[config.mk]
export PLATFORM = sky130hd
export DESIGN_NAME = lcdd_drive_control
export DESIGN_NICKNAME = d
export VERILOG_FILES = /design/src/core/lcdd_pkg.sv /design/src/core/lcdd_sync_edge.sv /design/src/core/lcdd_frame_divider.sv /design/src/core/lcdd_drive_control.sv
export SDC_FILE = /design/constraint.sdc
export NUM_CORES = 1
export LEC_CHECK = 0
export BUFFER_PORTS_ARGS = -buffer_cell sky130_fd_sc_hd__buf_4
export CAP_MARGIN = 20
export CORE_MARGIN = 1.5
export CORE_UTILIZATION = 33
export CTS_BUF_LIST = sky130_fd_sc_hd__clkbuf_4 sky130_fd_sc_hd__clkbuf_8
export DETAILED_ROUTE_END_ITERATION = 10
export GPL_TIMING_DRIVEN = 0
export PLACE_DENSITY = 0.49
export SLEW_MARGIN = 5
export SYNTH_ARGS = -nofsm -noshare
export SYNTH_HDL_FRONTEND = slang
export SYNTH_HIERARCHICAL = 1
export SYNTH_SLANG_ARGS = --single-unit
[constraint.sdc]
create_clock -name clock_in -period 2.6 [get_ports clock_in]
set_input_delay 0.52 -clock clock_in [delete_from_list [all_inputs] [get_ports clock_in]]
set_output_delay 0.52 -clock clock_in [all_outputs]
set_load 0.03 [all_outputs]
[src/core/lcdd_pkg.sv]
// Constants shared by the LCD drive control block
package lcdd_pkg;

	// Register bus
	localparam int LCDD_DATA_W = 8;
	localparam int LCDD_VSEL_W = 3;
	localparam logic [7:0] LCDD_ADDR_CTRL = 8'hf0;
	localparam logic [7:0] LCDD_ADDR_VSEL = 8'hf1;
	localparam logic [7:0] LCDD_CTRL_RESET = 8'h00;
	localparam logic [2:0] LCDD_VSEL_RESET = 3'h0;
	localparam logic [4:0] LCDD_VSEL_UNUSED = 5'h00;
	localparam logic [7:0] LCDD_RDATA_NONE = 8'h00;

	// Control field positions
	localparam int LCDD_CLKSEL_HI = 7;
	localparam int LCDD_CLKSEL_LO = 6;
	localparam int LCDD_DUTY_HI = 5;
	localparam int LCDD_DUTY_LO = 3;
	localparam int LCDD_BIAS_HI = 2;
	localparam int LCDD_BIAS_LO = 1;
	localparam int LCDD_DISP_BIT = 0;

	// Frame clock select codes and divider terminal counts
	localparam logic [1:0] LCDD_CLK_DIV256 = 2'h0;
	localparam logic [1:0] LCDD_CLK_DIV128 = 2'h1;
	localparam logic [1:0] LCDD_CLK_DIV64 = 2'h2;
	localparam logic [1:0] LCDD_CLK_DIV32 = 2'h3;
	localparam logic [7:0] LCDD_TERM_DIV256 = 8'hff;
	localparam logic [7:0] LCDD_TERM_DIV128 = 8'h7f;
	localparam logic [7:0] LCDD_TERM_DIV64 = 8'h3f;
	localparam logic [7:0] LCDD_TERM_DIV32 = 8'h1f;

	// Duty and bias select codes
	localparam logic [2:0] LCDD_DB_8_4 = 3'h0;
	localparam logic [2:0] LCDD_DB_4_3 = 3'h1;
	localparam logic [2:0] LCDD_DB_3_3 = 3'h2;
	localparam logic [2:0] LCDD_DB_3_2 = 3'h3;
	localparam logic [3:0] LCDD_DUTY_8 = 4'h8;
	localparam logic [3:0] LCDD_DUTY_4 = 4'h4;
	localparam logic [3:0] LCDD_DUTY_3 = 4'h3;
	localparam logic [3:0] LCDD_DUTY_2 = 4'h2;
	localparam logic [3:0] LCDD_DUTY_STEP = 4'h1;
	localparam logic [2:0] LCDD_BIAS_4 = 3'h4;
	localparam logic [2:0] LCDD_BIAS_3 = 3'h3;
	localparam logic [2:0] LCDD_BIAS_2 = 3'h2;

	// Bias type codes
	localparam logic [1:0] LCDD_BIAS_GPIO = 2'h0;
	localparam logic [1:0] LCDD_BIAS_CAP = 2'h1;
	localparam logic [1:0] LCDD_BIAS_INT_RES = 2'h2;
	localparam logic [1:0] LCDD_BIAS_EXT_RES = 2'h3;

	// Highest legal drive-voltage codes
	localparam logic [2:0] LCDD_VMAX_THIRD_RUN = 3'h6;
	localparam logic [2:0] LCDD_VMAX_HALF_RUN = 3'h4;
	localparam logic [2:0] LCDD_VMAX_THIRD_LP = 3'h2;
	localparam logic [2:0] LCDD_VMAX_HALF_LP = 3'h1;

	// Divider counter width
	localparam int LCDD_DIV_W = 8;
	localparam logic [7:0] LCDD_DIV_ZERO = 8'h00;
	localparam logic [7:0] LCDD_DIV_STEP = 8'h01;

endpackage

[src/core/lcdd_sync_edge.sv]
// Two-flop synchroniser with rising-edge pulse for the watch-timer clock
`timescale 1ns/1ps
module lcdd_sync_edge (
	// Clock and reset
	input wire logic clock_in,
	input wire logic resetn_in,
	// Asynchronous level
	input wire logic async_in,
	// Synchronised level and edge pulse
	output logic level_out,
	output logic rise_out
);

	typedef struct packed {
		logic s1;
		logic s2;
		logic s3;
		logic rise;
	} lcdd_sync_t;

	lcdd_sync_t q;
	lcdd_sync_t next_q;

	always_comb begin
		next_q = q;
		next_q.s1 = async_in;
		next_q.s2 = q.s1;
		next_q.s3 = q.s2;
		// Edge looks only at the second and third stage
		next_q.rise = q.s2 & ~q.s3;
	end

	always_ff @(posedge clock_in or negedge resetn_in) begin
		if (!resetn_in) begin
			q <= '0;
		end else begin
			q <= next_q;
		end
	end

	assign level_out = q.s2;
	assign rise_out = q.rise;

endmodule // lcdd_sync_edge

[src/core/lcdd_frame_divider.sv]
// Watch-timer divider producing the LCD frame clock tick
`timescale 1ns/1ps
module lcdd_frame_divider #(
	parameter int DIV_W = lcdd_pkg::LCDD_DIV_W
) (
	// Clock and reset
	input wire logic clock_in,
	input wire logic resetn_in,
	// Control
	input wire logic step_in,
	input wire logic restart_in,
	input wire logic [1:0] clk_sel_in,
	// Frame tick
	output logic tick_out
);

	typedef struct packed {
		logic [DIV_W-1:0] cnt;
		logic tick;
	} lcdd_div_t;

	lcdd_div_t q;
	lcdd_div_t next_q;
	logic [DIV_W-1:0] term;

	always_comb begin
		unique case (clk_sel_in)
			lcdd_pkg::LCDD_CLK_DIV256: term = DIV_W'(lcdd_pkg::LCDD_TERM_DIV256);
			lcdd_pkg::LCDD_CLK_DIV128: term = DIV_W'(lcdd_pkg::LCDD_TERM_DIV128);
			lcdd_pkg::LCDD_CLK_DIV64: term = DIV_W'(lcdd_pkg::LCDD_TERM_DIV64);
			default: term = DIV_W'(lcdd_pkg::LCDD_TERM_DIV32);
		endcase
	end

	always_comb begin
		next_q = q;
		next_q.tick = 1'b0;
		if (restart_in) begin
			next_q.cnt = DIV_W'(lcdd_pkg::LCDD_DIV_ZERO);
		end else if (step_in) begin
			// Compare with >= so a faster select taken mid-count wraps at once
			if (q.cnt >= term) begin
				next_q.cnt = DIV_W'(lcdd_pkg::LCDD_DIV_ZERO);
				next_q.tick = 1'b1;
			end else begin
				next_q.cnt = q.cnt + DIV_W'(lcdd_pkg::LCDD_DIV_STEP);
			end
		end
	end

	always_ff @(posedge clock_in or negedge resetn_in) begin
		if (!resetn_in) begin
			q <= '0;
		end else begin
			q <= next_q;
		end
	end

	assign tick_out = q.tick;

endmodule // lcdd_frame_divider

[src/core/lcdd_drive_control.sv]
// LCD drive control: control registers, frame clock, pin takeover, booster gating
// Notes on behaviour
// - Bits 7:6 divide watch clock by 256..32
// - Bits 5:3 choose duty and bias pair
// - Bias type 00 leaves bias pins general
// - Capacitor bias claims four bias, two pump pins
// - Resistor bias stops booster, claims four pins
// - Display bit off forces outputs low, booster off
// - Control write restarts divider and duty sequence
// - Mode bits 2:0 give voltage, capacitor only
// - Booster clock taken from watch clock
`timescale 1ns/1ps
module lcdd_drive_control (
	// Clock and reset
	input wire logic clock_in,
	input wire logic resetn_in,
	// Register port
	input wire logic [7:0] reg_addr_in,
	input wire logic reg_wr_in,
	input wire logic reg_rd_in,
	input wire logic [7:0] reg_wdata_in,
	output logic [7:0] reg_rdata_out,
	output logic reg_rvalid_out,
	// Watch-timer clock pin and power mode
	input wire logic watch_timer_clock_in,
	input wire logic low_power_mode_in,
	// Frame timing
	output logic lcd_clk_tick_out,
	output logic [2:0] com_index_out,
	output logic frame_start_out,
	output logic frame_phase_out,
	output logic reinit_out,
	// Drive scheme
	output logic [3:0] duty_count_out,
	output logic [2:0] bias_divisor_out,
	output logic lcd_outputs_low_out,
	// Port five pin takeover
	output logic [3:0] bias_level_pins_select_out,
	output logic [1:0] pump_cap_pins_select_out,
	// Booster
	output logic booster_run_out,
	output logic booster_connect_out,
	output logic booster_clk_out,
	output logic [2:0] boosted_drive_voltage_code_out,
	output logic boosted_drive_voltage_legal_out
);

	typedef struct packed {
		logic [7:0] ctrl;
		logic [2:0] vsel;
		logic [7:0] rdata;
		logic rvalid;
		logic reinit;
		logic lcd_tick;
		logic [2:0] com;
		logic frame_start;
		logic phase;
		logic [3:0] duty;
		logic [2:0] biasd;
		logic low;
		logic [3:0] bias_sel;
		logic [1:0] cap_sel;
		logic boost_run;
		logic boost_conn;
		logic boost_clk;
		logic [2:0] vcode;
		logic vlegal;
	} lcdd_state_t;

	// Pin-select masks and small codes used by the decode below
	localparam logic [3:0] LCDD_BIAS_PINS_NONE = 4'h0;
	localparam logic [3:0] LCDD_BIAS_PINS_ALL = 4'hf;
	localparam logic [1:0] LCDD_CAP_PINS_NONE = 2'h0;
	localparam logic [1:0] LCDD_CAP_PINS_ALL = 2'h3;
	localparam logic [2:0] LCDD_VMAX_QUARTER = 3'h7;
	localparam logic [2:0] LCDD_COM_FIRST = 3'h0;
	localparam logic [2:0] LCDD_COM_STEP = 3'h1;
	localparam logic [2:0] LCDD_VCODE_NONE = 3'h0;

	// Every field listed so the dark, slowest state after reset is explicit
	localparam lcdd_state_t LCDD_STATE_RESET = '{
		ctrl: lcdd_pkg::LCDD_CTRL_RESET,
		vsel: lcdd_pkg::LCDD_VSEL_RESET,
		rdata: lcdd_pkg::LCDD_RDATA_NONE,
		rvalid: 1'b0,
		reinit: 1'b0,
		lcd_tick: 1'b0,
		com: LCDD_COM_FIRST,
		frame_start: 1'b0,
		phase: 1'b0,
		duty: lcdd_pkg::LCDD_DUTY_8,
		biasd: lcdd_pkg::LCDD_BIAS_4,
		low: 1'b1,
		bias_sel: LCDD_BIAS_PINS_NONE,
		cap_sel: LCDD_CAP_PINS_NONE,
		boost_run: 1'b0,
		boost_conn: 1'b0,
		boost_clk: 1'b0,
		vcode: LCDD_VCODE_NONE,
		vlegal: 1'b1
	};

	lcdd_state_t q;
	lcdd_state_t next_q;

	logic fw_level;
	logic fw_tick;
	logic frame_tick;
	logic wr_ctrl;
	logic wr_vsel;
	logic [1:0] clk_sel;
	logic [2:0] duty_sel;
	logic [1:0] bias_type;
	logic disp_on;
	logic cap_bias;
	logic [3:0] duty_dec;
	logic [2:0] bias_dec;
	logic [2:0] vmax;
	logic [3:0] com_last;

	// Watch clock arrives from another domain
	lcdd_sync_edge u_fw_sync (
		.clock_in(clock_in),
		.resetn_in(resetn_in),
		.async_in(watch_timer_clock_in),
		.level_out(fw_level),
		.rise_out(fw_tick)
	);

	lcdd_frame_divider #(
		.DIV_W(lcdd_pkg::LCDD_DIV_W)
	) u_frame_div (
		.clock_in(clock_in),
		.resetn_in(resetn_in),
		.step_in(fw_tick),
		.restart_in(wr_ctrl),
		.clk_sel_in(clk_sel),
		.tick_out(frame_tick)
	);

	assign wr_ctrl = reg_wr_in && (reg_addr_in == lcdd_pkg::LCDD_ADDR_CTRL);
	assign wr_vsel = reg_wr_in && (reg_addr_in == lcdd_pkg::LCDD_ADDR_VSEL);

	// Field split of the stored control byte
	assign clk_sel = q.ctrl[lcdd_pkg::LCDD_CLKSEL_HI:lcdd_pkg::LCDD_CLKSEL_LO];
	assign duty_sel = q.ctrl[lcdd_pkg::LCDD_DUTY_HI:lcdd_pkg::LCDD_DUTY_LO];
	assign bias_type = q.ctrl[lcdd_pkg::LCDD_BIAS_HI:lcdd_pkg::LCDD_BIAS_LO];
	assign disp_on = q.ctrl[lcdd_pkg::LCDD_DISP_BIT];
	assign cap_bias = (bias_type == lcdd_pkg::LCDD_BIAS_CAP);
	assign com_last = duty_dec - lcdd_pkg::LCDD_DUTY_STEP;

	always_comb begin
		unique casez (duty_sel)
			lcdd_pkg::LCDD_DB_8_4: begin
				duty_dec = lcdd_pkg::LCDD_DUTY_8;
				bias_dec = lcdd_pkg::LCDD_BIAS_4;
			end
			lcdd_pkg::LCDD_DB_4_3: begin
				duty_dec = lcdd_pkg::LCDD_DUTY_4;
				bias_dec = lcdd_pkg::LCDD_BIAS_3;
			end
			lcdd_pkg::LCDD_DB_3_3: begin
				duty_dec = lcdd_pkg::LCDD_DUTY_3;
				bias_dec = lcdd_pkg::LCDD_BIAS_3;
			end
			lcdd_pkg::LCDD_DB_3_2: begin
				duty_dec = lcdd_pkg::LCDD_DUTY_3;
				bias_dec = lcdd_pkg::LCDD_BIAS_2;
			end
			default: begin
				// Any code with the top bit set
				duty_dec = lcdd_pkg::LCDD_DUTY_2;
				bias_dec = lcdd_pkg::LCDD_BIAS_2;
			end
		endcase
	end

	// Legal voltage ceiling per bias and power mode
	always_comb begin
		if (bias_dec == lcdd_pkg::LCDD_BIAS_4) begin
			vmax = LCDD_VMAX_QUARTER;
		end else if (bias_dec == lcdd_pkg::LCDD_BIAS_3) begin
			vmax = low_power_mode_in ? lcdd_pkg::LCDD_VMAX_THIRD_LP
				: lcdd_pkg::LCDD_VMAX_THIRD_RUN;
		end else begin
			vmax = low_power_mode_in ? lcdd_pkg::LCDD_VMAX_HALF_LP
				: lcdd_pkg::LCDD_VMAX_HALF_RUN;
		end
	end

	always_comb begin
		next_q = q;
		next_q.rvalid = 1'b0;
		next_q.reinit = 1'b0;
		next_q.lcd_tick = frame_tick;
		next_q.frame_start = 1'b0;

		// Register writes
		if (wr_ctrl) begin
			next_q.ctrl = reg_wdata_in;
			next_q.reinit = 1'b1;
		end
		if (wr_vsel) begin
			next_q.vsel = reg_wdata_in[lcdd_pkg::LCDD_VSEL_W-1:0];
		end

		// Register reads return the value before a same-cycle write
		if (reg_rd_in) begin
			next_q.rvalid = 1'b1;
			if (reg_addr_in == lcdd_pkg::LCDD_ADDR_CTRL) begin
				next_q.rdata = q.ctrl;
			end else if (reg_addr_in == lcdd_pkg::LCDD_ADDR_VSEL) begin
				next_q.rdata = {lcdd_pkg::LCDD_VSEL_UNUSED, q.vsel};
			end else begin
				next_q.rdata = lcdd_pkg::LCDD_RDATA_NONE;
			end
		end

		// Common sequencing; held at the first common while dark
		if (wr_ctrl || !disp_on) begin
			next_q.com = LCDD_COM_FIRST;
			next_q.phase = 1'b0;
		end else if (frame_tick) begin
			if ({1'b0, q.com} >= com_last) begin
				next_q.com = LCDD_COM_FIRST;
				next_q.frame_start = 1'b1;
				// Alternate polarity each frame so the glass sees no DC
				next_q.phase = ~q.phase;
			end else begin
				next_q.com = q.com + LCDD_COM_STEP;
			end
		end

		// Drive scheme and pin takeover
		next_q.duty = duty_dec;
		next_q.biasd = bias_dec;
		next_q.low = !disp_on;
		// Resistor taps need the four bias pins; the pump pins stay general
		unique case (bias_type)
			lcdd_pkg::LCDD_BIAS_GPIO: begin
				next_q.bias_sel = LCDD_BIAS_PINS_NONE;
				next_q.cap_sel = LCDD_CAP_PINS_NONE;
			end
			lcdd_pkg::LCDD_BIAS_CAP: begin
				next_q.bias_sel = LCDD_BIAS_PINS_ALL;
				next_q.cap_sel = LCDD_CAP_PINS_ALL;
			end
			lcdd_pkg::LCDD_BIAS_INT_RES: begin
				next_q.bias_sel = LCDD_BIAS_PINS_ALL;
				next_q.cap_sel = LCDD_CAP_PINS_NONE;
			end
			lcdd_pkg::LCDD_BIAS_EXT_RES: begin
				next_q.bias_sel = LCDD_BIAS_PINS_ALL;
				next_q.cap_sel = LCDD_CAP_PINS_NONE;
			end
		endcase

		// Booster runs only when lit and on capacitor bias
		next_q.boost_run = disp_on && cap_bias;
		next_q.boost_conn = disp_on && cap_bias;
		next_q.boost_clk = fw_level && disp_on && cap_bias;

		// Voltage code is meaningful only under capacitor bias
		// Codes are flagged, not clipped: the stored value still reaches the booster
		if (cap_bias) begin
			next_q.vcode = q.vsel;
			next_q.vlegal = (q.vsel <= vmax);
		end else begin
			next_q.vcode = LCDD_VCODE_NONE;
			next_q.vlegal = 1'b1;
		end
	end

	always_ff @(posedge clock_in or negedge resetn_in) begin
		if (!resetn_in) begin
			q <= LCDD_STATE_RESET;
		end else begin
			q <= next_q;
		end
	end

	assign reg_rdata_out = q.rdata;
	assign reg_rvalid_out = q.rvalid;
	assign lcd_clk_tick_out = q.lcd_tick;
	assign com_index_out = q.com;
	assign frame_start_out = q.frame_start;
	assign frame_phase_out = q.phase;
	assign reinit_out = q.reinit;
	assign duty_count_out = q.duty;
	assign bias_divisor_out = q.biasd;
	assign lcd_outputs_low_out = q.low;
	assign bias_level_pins_select_out = q.bias_sel;
	assign pump_cap_pins_select_out = q.cap_sel;
	assign booster_run_out = q.boost_run;
	assign booster_connect_out = q.boost_conn;
	assign booster_clk_out = q.boost_clk;
	assign boosted_drive_voltage_code_out = q.vcode;
	assign boosted_drive_voltage_legal_out = q.vlegal;

endmodule // lcdd_drive_control

=== Word level (Yosys, flattened, before mapping) ===
Cells that the tools add are included.

* Input port bits: 22
* Logic and storage cells: 86
* Register bits: 60
* Output and inout port bits: 37

* $add $sub $neg: 3
* Muxes and demuxes: 24
* Magnitude comparators: 3
* Equality and inequality tests: 12
* Bitwise logic cells: 3
* Reductions and logical operators: 17

{| class="wikitable"
|+ Operators by type and width
! cell !! number
|-
| $mux 8 || 3
|-
| $pmux 8 s3 || 1
|-
| $mux 3 || 7
|-
| $pmux 6 s3 || 1
|-
| $eq 8x8->1 const B || 2
|-
| $pmux 4 s3 || 1
|-
| $eq 3x2->1 const B || 3
|-
| $mux 9 || 1
|-
| $add 8x1->8 const B || 1
|-
| $ge 8x8->1 || 1
|-
| $eq 2x2->1 const B || 3
|-
| $mux 1 || 6
|-
| $pmux 3 s2 || 1
|-
| $reduce_bool 2->1 || 3
|-
| $reduce_or 2->1 || 3
|-
| $logic_and 1x1->1 || 5
|-
| $mux 5 || 1
|-
| $eq 2x1->1 const B || 2
|-
| $ge 3x4->1 || 1
|-
| $logic_not 2->1 || 2
|-
| $mux 4 || 1
|-
| $sub 4x1->4 const B || 1
|-
| $add 3x1->3 const B || 1
|-
| $eq 3x1->1 const B || 1
|-
| other kinds (9) || 10
|}

=== Logic depth before layout (Yosys ltp) ===
* Word-level depth: 8
* Gate-level depth with buffers: 10
* Depth with buffers taken out: 10

=== Modules after synthesis ===
The synthesis kept the hierarchy.

{| class="wikitable"
|+ Modules (own cells, without submodules)
! module !! area each (µm²) !! cells an instance !! sequential area each (µm²) !! times used
|-
| lcdd_drive_control || 2,039.5 || 181 || 1,054.8 || 1
|-
| lcdd_frame_divider || 599.3 || 61 || 225.2 || 1
|-
| lcdd_sync_edge || 113.9 || 5 || 100.1 || 1
|}

=== Worst setup path after synthesis ===
No wires, ideal clock.

* Kind: register to register
* From: register q, in the netlist duty_sel[2]
* To: register q, in the netlist frame_phase_out
* Required time: 2.453 ns
* Arrival time: 1.825 ns
* Path buffers: 0
* Setup time: 0.147 ns
* Cell stages (with the launch flop): 9
* Period minus slack after synthesis: 1.972 ns
* Slack: 0.628 ns
* Path through: dfrtp_1 > or2_2 > nor2_1 > inv_1 > ha_1 > a21o_1 > a31oi_1 > or3_1 > a21oi_1

* Longest elaborated chain between the ends: 7
* Elaborated cells between the ends (all ways): 10
* Classes of those cells: add/sub (1); order compare (1); eq/ne (3); mux (1); reduce/logical (4)

{| class="wikitable"
|+ RTL lines
! what !! RTL line !! RTL
|-
| start: declaration || lcdd_drive_control.sv:103 || <nowiki>lcdd_state_t q;</nowiki>
|-
| start signal: assignment || lcdd_drive_control.sv:278 || <nowiki>q <= next_q;</nowiki>
|-
| $eq 3x2->1 || lcdd_drive_control.sv:153 || <nowiki>unique casez (duty_sel)</nowiki>
|-
| $reduce_or 2->1 (no line) || n/a ||
|-
| $pmux 4 s3 * || lcdd_drive_control.sv:153 ||
|-
| net duty_dec[1] || lcdd_drive_control.sv:116 || <nowiki>logic [3:0] duty_dec;</nowiki>
|-
| $sub 4x1->4 * || lcdd_drive_control.sv:150 || <nowiki>assign com_last = duty_dec - lcdd_pkg::LCDD_DUTY_STEP;</nowiki>
|-
| $ge 3x4->1 * || lcdd_drive_control.sv:224 || <nowiki>if ({1'b0, q.com} >= com_last) begin</nowiki>
|-
| $reduce_bool 2->1 (no line) * || n/a ||
|-
| $reduce_and 2->1 (no line) * || n/a ||
|}

Mark *: on every way through the listed nets, which the timed path passes. The rest lies on a longest branch.
A chain may end at the register's enable or synchronous reset.

=== Final worst setup path ===
Same ends and word-level chain as after synthesis.

==> summary.md <==
| Metric | Value |
|---|---|
| Post-synth top area share | `between 40% and 50%` |
| Ant diodes | `0` |
| Filler cells | `roughly 800` |
| CTS buffer count | `5` |
| # rows | `33` |
| Ports | `59` |
| Crit path largest cell delay | `0.43 ns` |
| Status | `complete, no violations` |
| PostCTS Resize Cnt | `0` |
| GRT Residual Overflow | `0` |
| Relative slew slack | `roughly 45%` |
| Initial antenna violation count | `0` |
| P&R area growth vs syn | `24.0%` |
| Worst-path clk slew | `roughly 0.1 ns` |
| Period minus WS final | `~2.3 ns` |
| Vias in the first global route | `about 1800` |
| Synth area leaders | `dfrtp_1, buf_4, ha_1, nand2_1, dfstp_2` |
| Internal reg-to-reg setup slack | `around 0.32 ns` |
| Detailed Place HPWL | `roughly 4 mm` |
| Cell variety after synth | `48` |
| Syn Nets | `~280` |
| Final nets | `between 300 and 400` |
| DRC Markers | `0` |
| Ys Warns | `6` |
| Final hold vios | `0` |
| Port Buffers | `a little under 60` |
| CTS tree | `done` |
| Starting Density | `about a third` |
| M3 GR Usage | `2.50%` |
| Cell Int Power | `1.24 mW` |
| Layout cells sized above 1 | `a little under two fifths` |
| Tightest Hold Check Type | `input port to asynchronous set/reset pin` |
| Largest net degree at the start of global routing | `56` |
| Max Slew Vio Count | `0` |
| Synthesized area | `between 2000 and 3000 um^2` |
| Switch share | `between 20% and 30%` |
| Synth Instances | `247` |
| Critical Path Sink | `frame_phase_out` |
| Antenna Violating Nets Remaining | `0` |
| Total leakage power | `about 1.7 nW` |
| Die span in x | `94.3 um` |
| Crit-path max FO | `6` |
| WL/cell | `12.9 um` |
| Worst setup path class | `flip-flop to flip-flop` |
| Worst endpoint required time | `roughly 2.8 ns` |
| Bufs on Longest Clock Path | `2` |
| Final setup fails | `0` |
| Cts hold-fix bufs | `0` |
| Placement Setup Slack | `roughly 0.34 ns` |
| Max Clk Rate | `between 400 and 500 MHz` |
| R2R Path Start | `duty_sel[2]` |
| Die H | `between 90 and 100 um` |
| H-tree depth | `2` |
| TritonRoute pass-1 iters | `4` |
| Clock root buffer | `clkbuf_8` |
| Seq/Total Area, Yosys | `about half` |
| Psw | `484 uW` |
| Footprint of the multi-input gates | `around 1100 um^2` |
| Latest clock arrival within the worst-skew pair | `~0.30 ns` |
| Arr. time, crit path | `around 2.4 ns` |
| PnR worst setup slack | `approximately 0.32 ns` |
| Crit path launch | `duty_sel[2]` |
| Combinational power share | `between 10% and 20%` |
| Critical Path End Type | `flip-flop` |
| Average size of a mapped cell | `roughly 11 um^2` |
| Clock power frac | `about 28%` |
| Critical path cell sequence | `or2_2 > nor2_1 > inv_1 > ha_1 > a21o_1 > a31oi_1 > or3_1 > a21oi_1` |
| Max IR drop VDD | `0.000250 V` |
| Busiest grt layer | `met2` |
| Unrepaired setup endpoints after global routing | `no` |
| Most frequent cells in the layout | `buf_4, dfrtp_1, nand2_1` |
| Worst r2r dst | `frame_phase_out` |
| First-pass GRT wire length | `between 9 and 10 mm` |
| Sequential power share | `55.1%` |
| Max stage delay cell, worst path | `dfrtp_1` |
| Clock sink total | `55` |
| Leading area contributor after synthesis | `dfrtp_1` |
| Worst-Margin Slew | `~0.81 ns` |
| Reg2Reg Depth | `8` |
| Die ar. | `between 8000 and 9000 um^2` |
| Global Route met2 Usage | `21.2%` |
| Total setup buffers inserted after CTS | `0` |
| Core Box Area | `8130 um^2` |
| Most common cell after layout, fill and taps aside | `buf_4` |
| Initial DRC count | `117` |
| Fin Clk Skew | `0.00716 ns` |
| Gr usage total | `about an eighth` |
| Via count | `roughly 1900` |
| Total routed wirelength | `about 5.4 mm` |
| Period utilization | `between 80% and 90%` |
| Gpl congestion | `approximately 0.8` |
| Synthesized flop and latch total | `55` |
| Vias per Instance | `between 4 and 5` |
| Met1 usage | `18.2%` |
| PD cells | `a little over 500 nW/um^2` |
| FF/Latch Area | `1380 um^2` |
| Setup TNS | `0 ns` |
| Startpoint types | `flip-flop` |
| Max Cap Violations | `0` |
[registers in the layout, indices dropped and copies added, names as in the netlist, 2 cells and up]
name / cells
bias_divisor_out: 3
reg_rdata_out: 8
u_frame_div/q: 8
duty_count_out: 3
bias_type: 2
com_index_out: 3
duty_sel: 3
boosted_drive_voltage_code_out: 3
clk_sel: 2
q: 3
[cells in the mapped netlist (all sizes together)]
cell / n
dfrtp: 52
buf: 28
nand2: 23
inv: 20
ha: 15
o21ai: 11
nor2: 10
mux2: 9
nand3: 9
nor2b: 7
a21oi: 5
and2: 5
nand4: 5
nand2b: 4
nor3: 4
or2: 4
a21o: 3
a221o: 3
dfstp: 3
o211ai: 3
clkbuf: 2
mux2i: 2
o311ai: 2
or3: 2
a211oi: 1
a22oi: 1
a31oi: 1
a41oi: 1
and2b: 1
and3: 1
and4: 1
and4b: 1
nand4b: 1
nand4bb: 1
nor4: 1
o211a: 1
o21a: 1
or4: 1
xnor2: 1
xor2: 1
[kinds of logic after synthesis]
kind of cell | count (synthesis) | synth area share [%]
compound gates | 33 | 8.96
xor+xnor | 2 | 0.636
fa+ha+maj | 15 | 6.82
buf+inv | 50 | 10.6
flops | 55 | 50.1
mux | 11 | 4.82
simple gates | 81 | 18.0
[power by group through the flow]
stage | Sequential, mW | Clock [mW] | Combinational, mW
final | 0.951 | 0.490 | 0.285
after global routing | 0.960 | 0.543 | 0.320
after CTS | 0.952 | 0.514 | 0.291
after detailed placement | 0.969 | 0 | 0.291
after global placement | 0.968 | 0 | 0.287
after floorplan | 0.961 | 0 | 0.180
[layer usage]
layer,part of all wire [%],vias to the layer above
met5,0,-
met4,0.93,0
met3,4.4,5
met2,47,47
met1,47,906
li1,-,950
[metrics by stage]
stage / hold WS (ns) / area [um^2] / power (mW) / util [%] / instances
2_1_floorplan: 0.224 / 2750 / 1.14 / - / 247
3_3_place_gp: 0.334 / 3320 / 1.25 / 40.8 / 410
3_5_place_dp: 0.337 / 3320 / 1.26 / 40.8 / 410
4_1_cts: 0.288 / 3410 / 1.76 / 41.9 / 418
5_1_grt: 0.302 / 3410 / 1.82 / 41.9 / 418
6_report: 0.246 / 3410 / 1.73 / 41.9 / 418
[worst max-delay path: cells and delay by family, from the launching register on]
family | cells | cell delay, ns
and+or+nand+nor | 3 | 0.75
AOI/OAI and AO/OA | 3 | 0.58
DFF | 1 | 0.43
adders and majority gates | 1 | 0.29
buffers and inverters | 1 | 0.08
[area by class of cell]
| type | count | area share, % |
|---|---|---|
| tap | 105 | 3.85 |
| sequential | 55 | 40.4 |
| multi-input combinational | 142 | 31.6 |
| timing repair buffer | 58 | 12.8 |
| inverter | 20 | 2.20 |
| buffer | 30 | 6.38 |
| clock inverter | 2 | 0.477 |
| clock buffer | 6 | 2.24 |
[worst min path at each step]
stage / endpoint / slack, ns / cells past startpoint
CTS: frame_start_out / 0.29 / 1
global route: u_fw_sync/next_q[2] / 0.30 / 1
finish: u_fw_sync/next_q[2] / 0.25 / 1
global placement: u_fw_sync/level_out / 0.33 / 0
detailed placement: u_fw_sync/level_out / 0.34 / 0
floorplan: bias_divisor_out[0] / 0.22 / 0
Note: power is estimated with default switching activity, not from simulation.
